$ cat src/pkg/adc_init_defs.svh
// Offsets, field positions, reset values and timing counts for the converter init link
`ifndef ADC_INIT_DEFS_SVH
`define ADC_INIT_DEFS_SVH

// Converter register map (8-bit addresses on the serial link)
`define CONV_SWRST_ADDR       8'h00
`define CONV_SWRST_BIT        0
`define CONV_BYPASS_ADDR      8'h24
`define CONV_BYPASS_BIT       2
`define CONV_CODE_A_ADDR      8'h8F
`define CONV_CODE_B_ADDR      8'h92
`define CONV_CODE_BIT         1
`define CONV_CODE_MASK        8'h02
`define CONV_REG_RESET        8'h00

// Host APB register map (byte addresses)
`define HOST_CTRL_ADDR        12'h000
`define HOST_CMD_ADDR         12'h004
`define HOST_STATUS_ADDR      12'h008
`define HOST_RDATA_ADDR       12'h00C

// Host control fields
`define CTRL_INIT_GO_BIT      0
`define CTRL_REFERENCE_BUFFER_CONFIG_PIN_LVL_BIT   1
`define CTRL_HWRST_GO_BIT     2
`define CTRL_SWRST_GO_BIT     3

// Host command fields
`define CMD_WDATA_LSB         0
`define CMD_ADDR_LSB          8
`define CMD_WRITE_BIT         16
`define CMD_GO_BIT            17

// Host status fields
`define STAT_STATE_LSB        0
`define STAT_READY_BIT        3
`define STAT_BUSY_BIT         4
`define STAT_DONE_BIT         5

// Timing
`define CLK_PERIOD_NS         40
`define POWER_ON_MS           2
`define POWER_ON_CYC          ((`POWER_ON_MS * 1000000) / `CLK_PERIOD_NS)
`define REFERENCE_BUFFER_CONFIG_PIN_SETUP_NS       100
`define REFERENCE_BUFFER_CONFIG_PIN_SETUP_CYC      ((`REFERENCE_BUFFER_CONFIG_PIN_SETUP_NS + `CLK_PERIOD_NS - 1) / `CLK_PERIOD_NS)
`define RESET_PULSE_US        1
`define RESET_PULSE_CYC      ((`RESET_PULSE_US * 1000 + `CLK_PERIOD_NS - 1) / `CLK_PERIOD_NS)
`define CAL_CYCLES            200000
`define CNT_W                 18

`endif

$ cat src/pkg/adc_init_pkg.sv
// Types shared by the host sequencer and the converter model
package adc_init_pkg;

  // Host sequencer states, Gray coded along the power-up path
  typedef enum logic [2:0] {
    seq_idle    = 3'b000,
    seq_pwr     = 3'b001,
    seq_reference_buffer_config_pin  = 3'b011,
    seq_rst     = 3'b010,
    seq_cal     = 3'b110,
    seq_ready   = 3'b111,
    seq_access  = 3'b101,
    seq_capture = 3'b100
  } seq_state_t;

  typedef logic [7:0]  byte_t;
  typedef logic [15:0] sample_t;

endpackage

$ cat src/pkg/adc_init_if.sv
// Pin-level link between the host controller and the converter
`timescale 1ns/1ps
interface adc_init_if;
  logic                  reset_pin;
  logic                  reference_buffer_config_pin;
  logic                  sampling_clk_on;
  logic                  serial_port_select_n;
  logic                  reg_wr;
  adc_init_pkg::byte_t   reg_addr;
  adc_init_pkg::byte_t   reg_wdata;
  adc_init_pkg::byte_t   reg_rdata;

  modport host (
    output reset_pin,
    output reference_buffer_config_pin,
    output sampling_clk_on,
    output serial_port_select_n,
    output reg_wr,
    output reg_addr,
    output reg_wdata,
    input  reg_rdata
  );

  modport device (
    input  reset_pin,
    input  reference_buffer_config_pin,
    input  sampling_clk_on,
    input  serial_port_select_n,
    input  reg_wr,
    input  reg_addr,
    input  reg_wdata,
    output reg_rdata
  );
endinterface

$ cat src/adc_host.sv
// Host controller end: power-up sequencing and register access for the converter
//
// The APB slave port was chosen for this implementation.
`timescale 1ns/1ps
`include "adc_init_defs.svh"
module adc_host #(
  parameter int unsigned POWER_ON_CYC = `POWER_ON_CYC,
  parameter int unsigned CAL_CYCLES   = `CAL_CYCLES
) (
  input  wire logic        core_clk,
  input  wire logic        rst,
  adc_init_if.host         link,
  input  wire logic        psel,
  input  wire logic        penable,
  input  wire logic        pwrite,
  input  wire logic [11:0] paddr,
  input  wire logic [31:0] pwdata,
  output logic             pready,
  output logic [31:0]      prdata,
  output logic             pslverr
);
  adc_init_pkg::seq_state_t state_ff;
  adc_init_pkg::seq_state_t nxt_state;
  logic [`CNT_W-1:0]        cnt_ff;
  logic                     reference_buffer_config_pin_lvl_ff;
  logic                     clk_on_ff;
  logic                     done_ff;
  logic                     cmd_wr_ff;
  adc_init_pkg::byte_t      cmd_addr_ff;
  adc_init_pkg::byte_t      cmd_wdata_ff;
  adc_init_pkg::byte_t      rdata_ff;
  logic [31:0]              prdata_ff;
  logic                     pslverr_ff;
  logic                     apb_wr;
  logic                     apb_setup;
  logic                     go_init;
  logic                     go_hwrst;
  logic                     go_swrst;
  logic                     go_cmd;
  logic                     cnt_zero;
  logic                     mapped;

  //////////////////////////////////////////////////////////////////////////////
  // APB decode; zero wait states, so a write lands in its access cycle
  assign pready    = 1'b1;
  assign apb_wr    = psel & penable & pwrite;
  assign apb_setup = psel & ~penable;
  assign go_init   = apb_wr && paddr == `HOST_CTRL_ADDR && pwdata[`CTRL_INIT_GO_BIT];
  assign go_hwrst  = apb_wr && paddr == `HOST_CTRL_ADDR && pwdata[`CTRL_HWRST_GO_BIT];
  assign go_swrst  = apb_wr && paddr == `HOST_CTRL_ADDR && pwdata[`CTRL_SWRST_GO_BIT];
  assign go_cmd    = apb_wr && paddr == `HOST_CMD_ADDR && pwdata[`CMD_GO_BIT];
  assign cnt_zero  = (cnt_ff == '0);
  assign mapped    = paddr == `HOST_CTRL_ADDR || paddr == `HOST_CMD_ADDR ||
                     paddr == `HOST_STATUS_ADDR || paddr == `HOST_RDATA_ADDR;

  // Reference pin level is held in a control bit; it only reaches the pin
  // once the power-on wait is over
  always_ff @(posedge core_clk or posedge rst) begin
    if (rst) begin
      reference_buffer_config_pin_lvl_ff <= 1'b0;
    end else if (apb_wr && paddr == `HOST_CTRL_ADDR) begin
      reference_buffer_config_pin_lvl_ff <= pwdata[`CTRL_REFERENCE_BUFFER_CONFIG_PIN_LVL_BIT];
    end
  end

  //////////////////////////////////////////////////////////////////////////////
  // Sequencer transitions; orders arriving in the wrong state are ignored
  always_comb begin
    nxt_state = state_ff;
    unique case (state_ff)
      adc_init_pkg::seq_idle:    if (go_init) nxt_state = adc_init_pkg::seq_pwr;
      adc_init_pkg::seq_pwr:     if (cnt_zero) nxt_state = adc_init_pkg::seq_reference_buffer_config_pin;
      adc_init_pkg::seq_reference_buffer_config_pin:  if (cnt_zero) nxt_state = adc_init_pkg::seq_rst;
      adc_init_pkg::seq_rst:     if (cnt_zero) nxt_state = adc_init_pkg::seq_cal;
      adc_init_pkg::seq_cal:     if (cnt_zero) nxt_state = adc_init_pkg::seq_ready;
      adc_init_pkg::seq_ready: begin
        if (go_hwrst) begin
          nxt_state = adc_init_pkg::seq_reference_buffer_config_pin;
        end else if (go_swrst || go_cmd) begin
          nxt_state = adc_init_pkg::seq_access;
        end
      end
      adc_init_pkg::seq_access:  nxt_state = adc_init_pkg::seq_capture;
      adc_init_pkg::seq_capture: begin
        // A software reset write is followed by the calibration wait
        if (cmd_wr_ff && cmd_addr_ff == `CONV_SWRST_ADDR &&
            cmd_wdata_ff[`CONV_SWRST_BIT]) begin
          nxt_state = adc_init_pkg::seq_cal;
        end else begin
          nxt_state = adc_init_pkg::seq_ready;
        end
      end
    endcase
  end

  always_ff @(posedge core_clk or posedge rst) begin
    if (rst) begin
      state_ff <= adc_init_pkg::seq_idle;
    end else begin
      state_ff <= nxt_state;
    end
  end

  // One shared down-counter, loaded on entry to each timed state
  always_ff @(posedge core_clk or posedge rst) begin
    if (rst) begin
      cnt_ff <= '0;
    end else if (nxt_state != state_ff) begin
      unique case (nxt_state)
        // power-on wait before the reference pin
        adc_init_pkg::seq_pwr:    cnt_ff <= `CNT_W'(POWER_ON_CYC - 1);
        // reference pin settled before the reset edge
        adc_init_pkg::seq_reference_buffer_config_pin: cnt_ff <= `CNT_W'(`REFERENCE_BUFFER_CONFIG_PIN_SETUP_CYC - 1);
        adc_init_pkg::seq_rst:    cnt_ff <= `CNT_W'(`RESET_PULSE_CYC - 1);
        // calibration wait; also after a software reset
        adc_init_pkg::seq_cal:    cnt_ff <= `CNT_W'(CAL_CYCLES - 1);
        default:                  cnt_ff <= '0;
      endcase
    end else if (!cnt_zero) begin
      cnt_ff <= cnt_ff - `CNT_W'(1);
    end
  end

  //////////////////////////////////////////////////////////////////////////////
  // sampling clock is applied together with the reference level and stays on
  always_ff @(posedge core_clk or posedge rst) begin
    if (rst) begin
      clk_on_ff <= 1'b0;
    end else if (nxt_state == adc_init_pkg::seq_reference_buffer_config_pin) begin
      // Raised on the same edge as the reference pin, so both settle together
      clk_on_ff <= 1'b1;
    end
  end

  // Command latch; a software reset order becomes a write of the reset bit
  always_ff @(posedge core_clk or posedge rst) begin
    if (rst) begin
      cmd_wr_ff    <= 1'b0;
      cmd_addr_ff  <= 8'h00;
      cmd_wdata_ff <= 8'h00;
    end else if (state_ff == adc_init_pkg::seq_ready) begin
      if (go_swrst) begin
        cmd_wr_ff    <= 1'b1;
        cmd_addr_ff  <= `CONV_SWRST_ADDR;
        cmd_wdata_ff <= 8'h01;
      end else if (go_cmd) begin
        cmd_wr_ff   <= pwdata[`CMD_WRITE_BIT];
        cmd_addr_ff <= pwdata[`CMD_ADDR_LSB +: 8];
        // unused bits of the code registers are forced to zero
        if (pwdata[`CMD_ADDR_LSB +: 8] == `CONV_CODE_A_ADDR ||
            pwdata[`CMD_ADDR_LSB +: 8] == `CONV_CODE_B_ADDR) begin
          cmd_wdata_ff <= pwdata[`CMD_WDATA_LSB +: 8] & `CONV_CODE_MASK;
        end else begin
          cmd_wdata_ff <= pwdata[`CMD_WDATA_LSB +: 8];
        end
      end
    end
  end

  // Read capture and done flag; a finished access wins over a clearing go
  always_ff @(posedge core_clk or posedge rst) begin
    if (rst) begin
      rdata_ff <= 8'h00;
      done_ff  <= 1'b0;
    end else if (state_ff == adc_init_pkg::seq_capture) begin
      rdata_ff <= link.reg_rdata;
      done_ff  <= 1'b1;
    end else if (go_cmd || go_swrst) begin
      done_ff  <= 1'b0;
    end
  end

  //////////////////////////////////////////////////////////////////////////////
  // Pins toward the converter, all from flip-flops or state
  // reset pin high only in the pulse state; low otherwise
  assign link.reset_pin = (state_ff == adc_init_pkg::seq_rst);
  assign link.reference_buffer_config_pin = reference_buffer_config_pin_lvl_ff &
                                            (state_ff != adc_init_pkg::seq_idle) &
                                            (state_ff != adc_init_pkg::seq_pwr);
  assign link.sampling_clk_on = clk_on_ff;
  // select only asserted in the access state, after the wait
  assign link.serial_port_select_n = (state_ff != adc_init_pkg::seq_access);
  assign link.reg_wr    = cmd_wr_ff;
  assign link.reg_addr  = cmd_addr_ff;
  assign link.reg_wdata = cmd_wdata_ff;

  // APB read data prepared in the setup cycle, shown in the access cycle
  always_ff @(posedge core_clk or posedge rst) begin
    if (rst) begin
      prdata_ff  <= 32'h0000_0000;
      pslverr_ff <= 1'b0;
    end else if (apb_setup) begin
      pslverr_ff <= ~mapped;
      unique case (paddr)
        `HOST_CTRL_ADDR:   prdata_ff <= {30'h0000_0000, reference_buffer_config_pin_lvl_ff, 1'b0};
        `HOST_CMD_ADDR:    prdata_ff <= {15'h0000, cmd_wr_ff, cmd_addr_ff, cmd_wdata_ff};
        `HOST_STATUS_ADDR: prdata_ff <= {26'h000_0000, done_ff,
                                         state_ff != adc_init_pkg::seq_ready &&
                                         state_ff != adc_init_pkg::seq_idle,
                                         state_ff == adc_init_pkg::seq_ready,
                                         state_ff};
        `HOST_RDATA_ADDR:  prdata_ff <= {24'h00_0000, rdata_ff};
        default:           prdata_ff <= 32'h0000_0000;
      endcase
    end
  end

  assign prdata  = prdata_ff;
  assign pslverr = pslverr_ff & psel & penable;
endmodule

$ cat src/flat_wrapper.sv
// flat-port wrapper written by rule: the top's interface ports become plain ports
module adc_host_flat 
#(
  parameter int unsigned POWER_ON_CYC = `POWER_ON_CYC,
  parameter int unsigned CAL_CYCLES   = `CAL_CYCLES
)
  (core_clk, rst, psel, penable, pwrite, paddr, pwdata, pready, prdata, pslverr, link_reset_pin, link_reference_buffer_config_pin, link_sampling_clk_on, link_serial_port_select_n, link_reg_wr, link_reg_addr, link_reg_wdata, link_reg_rdata);
  adc_init_if link_i ();
  input  wire logic core_clk;
  input  wire logic rst;
  input  wire logic psel;
  input  wire logic penable;
  input  wire logic pwrite;
  input  wire logic [11:0] paddr;
  input  wire logic [31:0] pwdata;
  output logic pready;
  output logic [31:0] prdata;
  output logic pslverr;
  output wire logic [$bits(link_i.reset_pin)-1:0] link_reset_pin;
  output wire logic [$bits(link_i.reference_buffer_config_pin)-1:0] link_reference_buffer_config_pin;
  output wire logic [$bits(link_i.sampling_clk_on)-1:0] link_sampling_clk_on;
  output wire logic [$bits(link_i.serial_port_select_n)-1:0] link_serial_port_select_n;
  output wire logic [$bits(link_i.reg_wr)-1:0] link_reg_wr;
  output wire logic [$bits(link_i.reg_addr)-1:0] link_reg_addr;
  output wire logic [$bits(link_i.reg_wdata)-1:0] link_reg_wdata;
  input wire logic [$bits(link_i.reg_rdata)-1:0] link_reg_rdata;
  assign link_reset_pin = link_i.reset_pin;
  assign link_reference_buffer_config_pin = link_i.reference_buffer_config_pin;
  assign link_sampling_clk_on = link_i.sampling_clk_on;
  assign link_serial_port_select_n = link_i.serial_port_select_n;
  assign link_reg_wr = link_i.reg_wr;
  assign link_reg_addr = link_i.reg_addr;
  assign link_reg_wdata = link_i.reg_wdata;
  assign link_i.reg_rdata = link_reg_rdata;
  adc_host #(.POWER_ON_CYC(POWER_ON_CYC), .CAL_CYCLES(CAL_CYCLES)) u_core (.core_clk(core_clk), .rst(rst), .link(link_i), .psel(psel), .penable(penable), .pwrite(pwrite), .paddr(paddr), .pwdata(pwdata), .pready(pready), .prdata(prdata), .pslverr(pslverr));
endmodule
$ cat config.mk
export PLATFORM = sky130hd
export DESIGN_NAME = adc_host_flat
export DESIGN_NICKNAME = d
export VERILOG_FILES = /design/src/pkg/adc_init_pkg.sv /design/src/pkg/adc_init_if.sv /design/src/adc_host.sv /design/src/flat_wrapper.sv
export VERILOG_INCLUDE_DIRS = /design/src /design/src/pkg
export SDC_FILE = /design/constraint.sdc
export NUM_CORES = 1
export LEC_CHECK = 0
export BUFFER_PORTS_ARGS = -buffer_cell sky130_fd_sc_hd__buf_4
export CORE_MARGIN = 5
export CORE_UTILIZATION = 50
export CTS_BUF_LIST = sky130_fd_sc_hd__clkbuf_4 sky130_fd_sc_hd__clkbuf_8
export CTS_CLUSTER_DIAMETER = 60
export CTS_CLUSTER_SIZE = 40
export DETAILED_ROUTE_END_ITERATION = 10
export PLACE_DENSITY = 0.79
export SYNTH_ARGS = -nofsm -noshare
export SYNTH_HDL_FRONTEND = slang
export SYNTH_SLANG_ARGS = --single-unit
$ cat constraint.sdc
create_clock -name core_clk -period 2.95 [get_ports core_clk]
set_clock_uncertainty 0.05 [all_clocks]
set_input_delay 0.59 -clock core_clk [delete_from_list [all_inputs] [get_ports core_clk]]
set_output_delay 0.59 -clock core_clk [all_outputs]
set_load 0.02 [all_outputs]
==> results of run 1 <==
## metal layers
layer,wire [um],share of wire (%),vias up,GRT usage (%)
li1,-,-,1435,-
met1,3860,44,1483,26.9
met2,4370,50,80,35.1
met3,484,5.5,8,3.93
met4,92,1.0,0,6.86
met5,0,0,-,0
## power by group
part           switching (uW)  internal, uW
Combinational             284           270
Clock                     347           492
Sequential                127          1040
## layout make-up
class / count / share of cell area [%]
clock buffers: 11 / 3.11
clock inverters: 5 / 1.74
inverters: 7 / 0.589
multi-input cells: 268 / 37.2
flip-flops and latches: 67 / 37.6
well taps: 96 / 2.69
repair buffers: 98 / 17.0
## cell families after synthesis
kind of cell / share of synthesized area [%]
buffers and inverters: 6.99
adder cells (fa/ha/maj): 0.355
flip-flops: 47.6
XOR/XNOR: 3.23
other: 0.213
multiplexers: 5.61
AO/OA/AOI/OAI: 15.5
AND/OR/NAND/NOR: 20.5
## Yosys cell counts, types with 7 or more instances
cell      instances  share of area (%)
dfrtp_1          67                 48
nand2_1          52                5.5
nor2_1           24                2.6
a21oi_1          17                2.4
clkbuf_1         17                1.8
buf_4            16                3.4
nand3_1          16                2.3
a22o_1           15                3.7
mux2_2           12                3.8
o21ai_0          12                1.7
xor2_1            9                2.2
o31ai_1           8                1.7
inv_1             7               0.75
nand2b_1          7                1.2
or3_1             7                1.2
## worst register-to-register path, cell delays in order (launching register included)
cell and delay, ns:
dfrtp_1 0.43, or4_4 0.56, or3_1 0.43, or4_4 0.57, a21oi_4 0.27, nor2b_2 0.10
a22oi_2 0.19
## how the worst max path moves through the flow
stage / slack (ns) / end / depth (start not counted)
2_1_floorplan: 0.20 / u_core.link.reg_wr$_DFFE_PP0P_ / 7
3_3_place_gp: 0.02 / u_core.link.sampling_clk_on$_DFFE_PP0N_ / 7
3_5_place_dp: 0.01 / u_core.cnt_ff[2]$_DFFE_PP0P_ / 8
4_1_cts: 0.09 / u_core.cnt_ff[17]$_DFFE_PP0P_ / 5
5_1_grt: 0.14 / u_core.link.sampling_clk_on$_DFFE_PP0N_ / 6
6_report: 0.28 / u_core.cnt_ff[0]$_DFFE_PP0P_ / 6
## layout by cell type, fill, tap and decap left out, types with 3 or more instances in the layout
cell type	Yosys	layout
and3_1	4	4
o31ai_1	8	8
mux2i_1	4	4
nand2b_1	7	7
mux2_2	12	12
clkbuf_8	0	9
nand2_1	52	52
nor2_1	24	23
a22o_1	15	15
nor3_1	3	3
or3_1	7	7
nand3_1	16	16
conb_1	2	16
o21ai_0	12	12
dfrtp_1	67	67
nor2b_1	3	3
nor4_1	6	6
inv_1	7	6
xor2_1	9	9
o21ai_1	3	3
a21oi_1	17	17
buf_4	16	96
a22oi_1	5	5
or4_1	6	6
xnor2_1	4	4
## per-stage QoR
step                power, uW  area [um2]  instances  utilization, %  setup slack, ns
floorplan                1590        3580        381               -            0.199
global placement         1690        4240        536            62.1           0.0230
detailed placement       1730        4240        536            62.1           0.0126
CTS                      2560        4460        552            65.3           0.0875
global route             2690        4460        552            65.3            0.144
finish                   2560        4460        552            65.3            0.283
## flip-flops by register name, summed over array words and instances (netlist names), 3 cells and up
register,cells
u_core.link.reg_addr,8
u_core.state_ff,3
u_core.link.reg_wdata,8
u_core.cnt_ff,18
u_core.prdata,17
u_core.rdata_ff,8
## timing repair
item / CTS / global route
gates resized for setup: 0 / 1
endpoints found under the hold margin: 0 / 0
setup endpoints to repair: 0 / 12
==> metrics, run 1 <==
number of synthesized register bits 67; Site Rows 30; beginning of the critical path u_core.cnt_ff[10]$_DFFE_PP0P_; vias per cell 5.45; Req. time, crit path 3.16 ns; Post-DP HPWL 6.61 mm; Crit path top cell by count or4_4; Total Nets Final 509; WS Path Type flip-flop to flip-flop; synth-to-layout area growth 26.6%; reg-to-reg slack, setup 0.28 ns; Max Slew Vio Count 0; peak supply drop 0.222 mV; crit path buf inv count 0; drt first pass iters 4; CTS H-tree depth 3; crit-path max cell delay 0.57 ns; root buf cell clkbuf_8; status completed; Synth async-reset ratio 100%; first-pass GRT wire length 14.4 mm; CP arrival 2.88 ns; Synth Flop Type dfrtp_1; share of layout cells above drive strength 1 30.7%; clock buffer count from CTS 9; I/O pin total 112; number of port buffers 81; sum of negative setup slack 0 ns; Core Box Area 6830 um2; cell family with most CP delay simple AND/OR/NAND/NOR gates; maximum clock rate 375 MHz; Tmin final 2.67 ns; Leak 0.00221 uW; syn_area_per_cell 9.60 um2; Global Route Usage Sum 20.8%; Final Setup Violations 0; antenna cells 0; worst skew pair latency 0.34 ns; Clock Sinks 67; total global routing overflow 0; Die H 94.0 um; Chip Width 94.0 um; actual slew at the worst max-slew pin 0.970 ns; WL/cell 16.0 um; die area 8830 um2; # hold bufs at CTS 0; routed wire length 8.82 mm; vias in the first global route 3,047; CP Cell Sequence or4_4 > or3_1 > or4_4 > a21oi_4 > nor2b_2 > a22oi_2; Max Root-Sink Buffers 2; critical path's slowest cell or4_4; CP Capture Type flip-flop; largest net degree at the start of global routing 41; Fin Hold WS 0.382 ns; Worst R2R Start u_core.cnt_ff[10]$_DFFE_PP0P_; Routed Antenna Nets 0; Synth cell types 55; clock transition at the registers of the reported paths 0.08 ns; sequential fraction of the synthesis area 47.6%; Fillers 551; Seq. cell area 1680 um2; gpl congestion 0.828; Iter 0 DRT Violations 167; TritonCTS clock tree built; Worst Reg-to-Reg Cells 6; worst min-delay path class primary input to asynchronous set/reset pin; type of origin of the critical path flip-flop; RSZ-0062 raised after global routing no; Cell Pwr Density 574 nW/um2; count of flip-flops with a built-in enable after synthesis 0; vias 3,006; Reg-to-Reg End u_core.cnt_ff[0]$_DFFE_PP0P_; antenna violations before repair 0; CP Max Fanout 7; Starting Density 51.6%; period utilization 90.4%; area of the multi-input gates 1660 um2; postcts setup bufs 0; Gate Count Post-Synth 367; Cell Area, Synth 3520 um2; Max-cap violations 0; number of remaining DRC errors 0; slew margin rel. 35.2%; Ys Warns 0; final hold viol count 0
Power figures use the tool's default switching activity.
==> run 2, diff against run 1 <==
--- a/config.mk
+++ b/config.mk
@@ -7,7 +7,7 @@
 export NUM_CORES = 1
 export LEC_CHECK = 0
 export BUFFER_PORTS_ARGS = -buffer_cell sky130_fd_sc_hd__buf_4
-export CORE_MARGIN = 5
+export CORE_MARGIN = 10
 export CORE_UTILIZATION = 50
 export CTS_BUF_LIST = sky130_fd_sc_hd__clkbuf_4 sky130_fd_sc_hd__clkbuf_8
 export CTS_CLUSTER_DIAMETER = 60
==> constraint.sdc (replaced) <==
create_clock -name core_clk -period 2.95 [get_ports core_clk]
set_clock_uncertainty 0.05 [all_clocks]
set_input_delay 0.295 -clock core_clk [delete_from_list [all_inputs] [get_ports core_clk]]
set_output_delay 0.295 -clock core_clk [all_outputs]
set_load 0.02 [all_outputs]
==> metrics, run 2 (synthesis gave the netlist of run 1 again) <==
post-cts resize count 0 (unchanged); period utilization 92.6% (was 90.4%); drt first pass iters 4 (unchanged); number of flip-flops under the largest register name 18 (unchanged); vias 2,997 (was 3,006); clock transition at the registers of the reported paths 0.08 ns (about the same); postcts setup bufs 0 (unchanged); CP Max Fanout 9 (was 7); cell family with most CP delay simple AND/OR/NAND/NOR gates (unchanged); Worst R2R Start u_core.cnt_ff[10]$_DFFE_PP0P_ (unchanged); Leak 0.00217 uW (was 0.00221 uW); WL/cell 17.2 um (was 16.0 um); RSZ-0062 raised after global routing no (unchanged); Iter 0 DRT Violations 206 (was 167); area of the multi-input gates 1660 um2 (unchanged); CP Cell Sequence or4_4 > or3_1 > or4_4 > a21oi_4 > nor2b_2 > a22oi_2 (unchanged); Global Route Usage Sum 17.4% (was 20.8%); peak supply drop 0.316 mV (was 0.222 mV); status completed (unchanged); Req. time, crit path 3.17 ns (was 3.16 ns); # hold bufs at CTS 0 (unchanged); CTS H-tree depth 3 (unchanged); Die H 104 um (was 94.0 um); WS Path Type flip-flop to flip-flop (unchanged); Max-cap violations 0 (unchanged); vias in the first global route 3,147 (was 3,047); die area 10,800 um2 (was 8830 um2); CP Capture Type flip-flop (unchanged); Cell Pwr Density 566 nW/um2 (was 574 nW/um2); Crit path top cell by count or4_4 (unchanged); Seq. cell area 1680 um2 (unchanged); share of layout cells above drive strength 1 29.5% (was 30.7%); root buf cell clkbuf_8 (unchanged); Chip Width 104 um (was 94.0 um); Post-DP HPWL 7.15 mm (was 6.61 mm); largest register by flop count u_core.cnt_ff (unchanged); clock buffer count from CTS 9 (unchanged); Tmin final 2.73 ns (was 2.67 ns); vias per cell 5.51 (was 5.45); Reg-to-Reg End u_core.cnt_ff[0]$_DFFE_PP0P_ (unchanged); antenna violations before repair 0 (unchanged); TritonCTS clock tree built (unchanged); synth-to-layout area growth 24.0% (was 26.6%); Total Nets Final 501 (was 509); Clock Sinks 67 (unchanged); gpl congestion 0.809 (was 0.828); Final Setup Violations 0 (unchanged); beginning of the critical path u_core.cnt_ff[10]$_DFFE_PP0P_ (unchanged); Worst Reg-to-Reg Cells 6 (unchanged); Starting Density 51.6% (unchanged); antenna cells 0 (unchanged); actual slew at the worst max-slew pin 1.00 ns (was 0.970 ns); worst skew pair latency 0.35 ns (was 0.34 ns); critical path's slowest cell or4_4 (unchanged); number of port buffers 81 (unchanged); CP arrival 2.95 ns (was 2.88 ns); crit-path max cell delay 0.58 ns (was 0.57 ns); crit path buf inv count 0 (unchanged); Max Slew Vio Count 0 (unchanged); first-pass GRT wire length 15.6 mm (was 14.4 mm); sum of negative setup slack 0 ns (unchanged); final core occ 64.0% (was 65.3%); most frequent cells in the layout buf_4, dfrtp_1, nand2_1, nor2_1, a21oi_1 (unchanged); reg-to-reg slack, setup 0.22 ns (was 0.28 ns); total global routing overflow 0 (unchanged); Core Box Area 6830 um2 (unchanged); Fillers 586 (was 551); routed wire length 9.38 mm (was 8.82 mm); largest net degree at the start of global routing 41 (unchanged); I/O pin total 112 (unchanged); maximum clock rate 366 MHz (was 375 MHz); final hold viol count 0 (unchanged); commonest non-fill, non-tap cell in the layout buf_4 (unchanged); Site Rows 30 (unchanged); worst min-delay path class primary input to asynchronous set/reset pin (unchanged); slew margin rel. 33.2% (was 35.2%); type of origin of the critical path flip-flop (unchanged); Max Root-Sink Buffers 2 (unchanged); number of remaining DRC errors 0 (unchanged); Routed Antenna Nets 0 (unchanged)
## run 2: changes by cell type in the layout (fill, tap and decap cells not counted), sizes merged
| cell | change |
|---|---|
| buf | -8 |
| bufinv | -1 |
| clkinv | +1 |
## run 2: per-layer routing
layer  wire (um)  vias to the layer above  track usage [%]
met4         308                        0             9.15
met2        4460                      107             27.4
met5           0                        -                0
met3         628                       21             4.52
li1            -                     1420                -
met1        3980                     1449             21.3
## run 2: layout make-up
type	instances	area share, %
clock buffer	11	3.32
sequential	67	38.4
inverter	7	0.601
clock inverter	5	1.20
multi-input combinational	268	38.0
timing repair buffer	90	15.7
tap	96	2.75
## run 2: worst max-delay path by stage
stage                                    endpoint  depth (start not counted)
floorplan            u_core.cnt_ff[1]$_DFFE_PP0P_                          8
global placement     u_core.cnt_ff[5]$_DFFE_PP0P_                          5
detailed placement   u_core.cnt_ff[5]$_DFFE_PP0P_                          5
CTS                 u_core.cnt_ff[11]$_DFFE_PP0P_                          5
global route        u_core.cnt_ff[17]$_DFFE_PP0P_                          6
finish               u_core.cnt_ff[0]$_DFFE_PP0P_                          6
## run 2: where the power goes
| part | internal (uW) | leakage (uW) | switching [uW] |
|---|---|---|---|
| logic | 258 | 0.00117 | 276 |
| clock network | 419 | 0.000103 | 359 |
| registers | 1040 | 0.000890 | 124 |
| total | 1720 | 0.00217 | 759 |
## run 2: through the flow
stage | cells | cell area, um2 | hold slack (ns) | power (uW) | setup slack [ns]
2_1_floorplan | 381 | 3580 | 0.378 | 1590 | 0.339
3_3_place_gp | 528 | 4170 | 0.411 | 1680 | 0.148
3_5_place_dp | 528 | 4170 | 0.424 | 1710 | 0.0795
4_1_cts | 544 | 4370 | 0.0974 | 2490 | 0.0739
5_1_grt | 544 | 4370 | 0.114 | 2630 | 0.0673
6_report | 544 | 4370 | 0.0789 | 2480 | 0.219
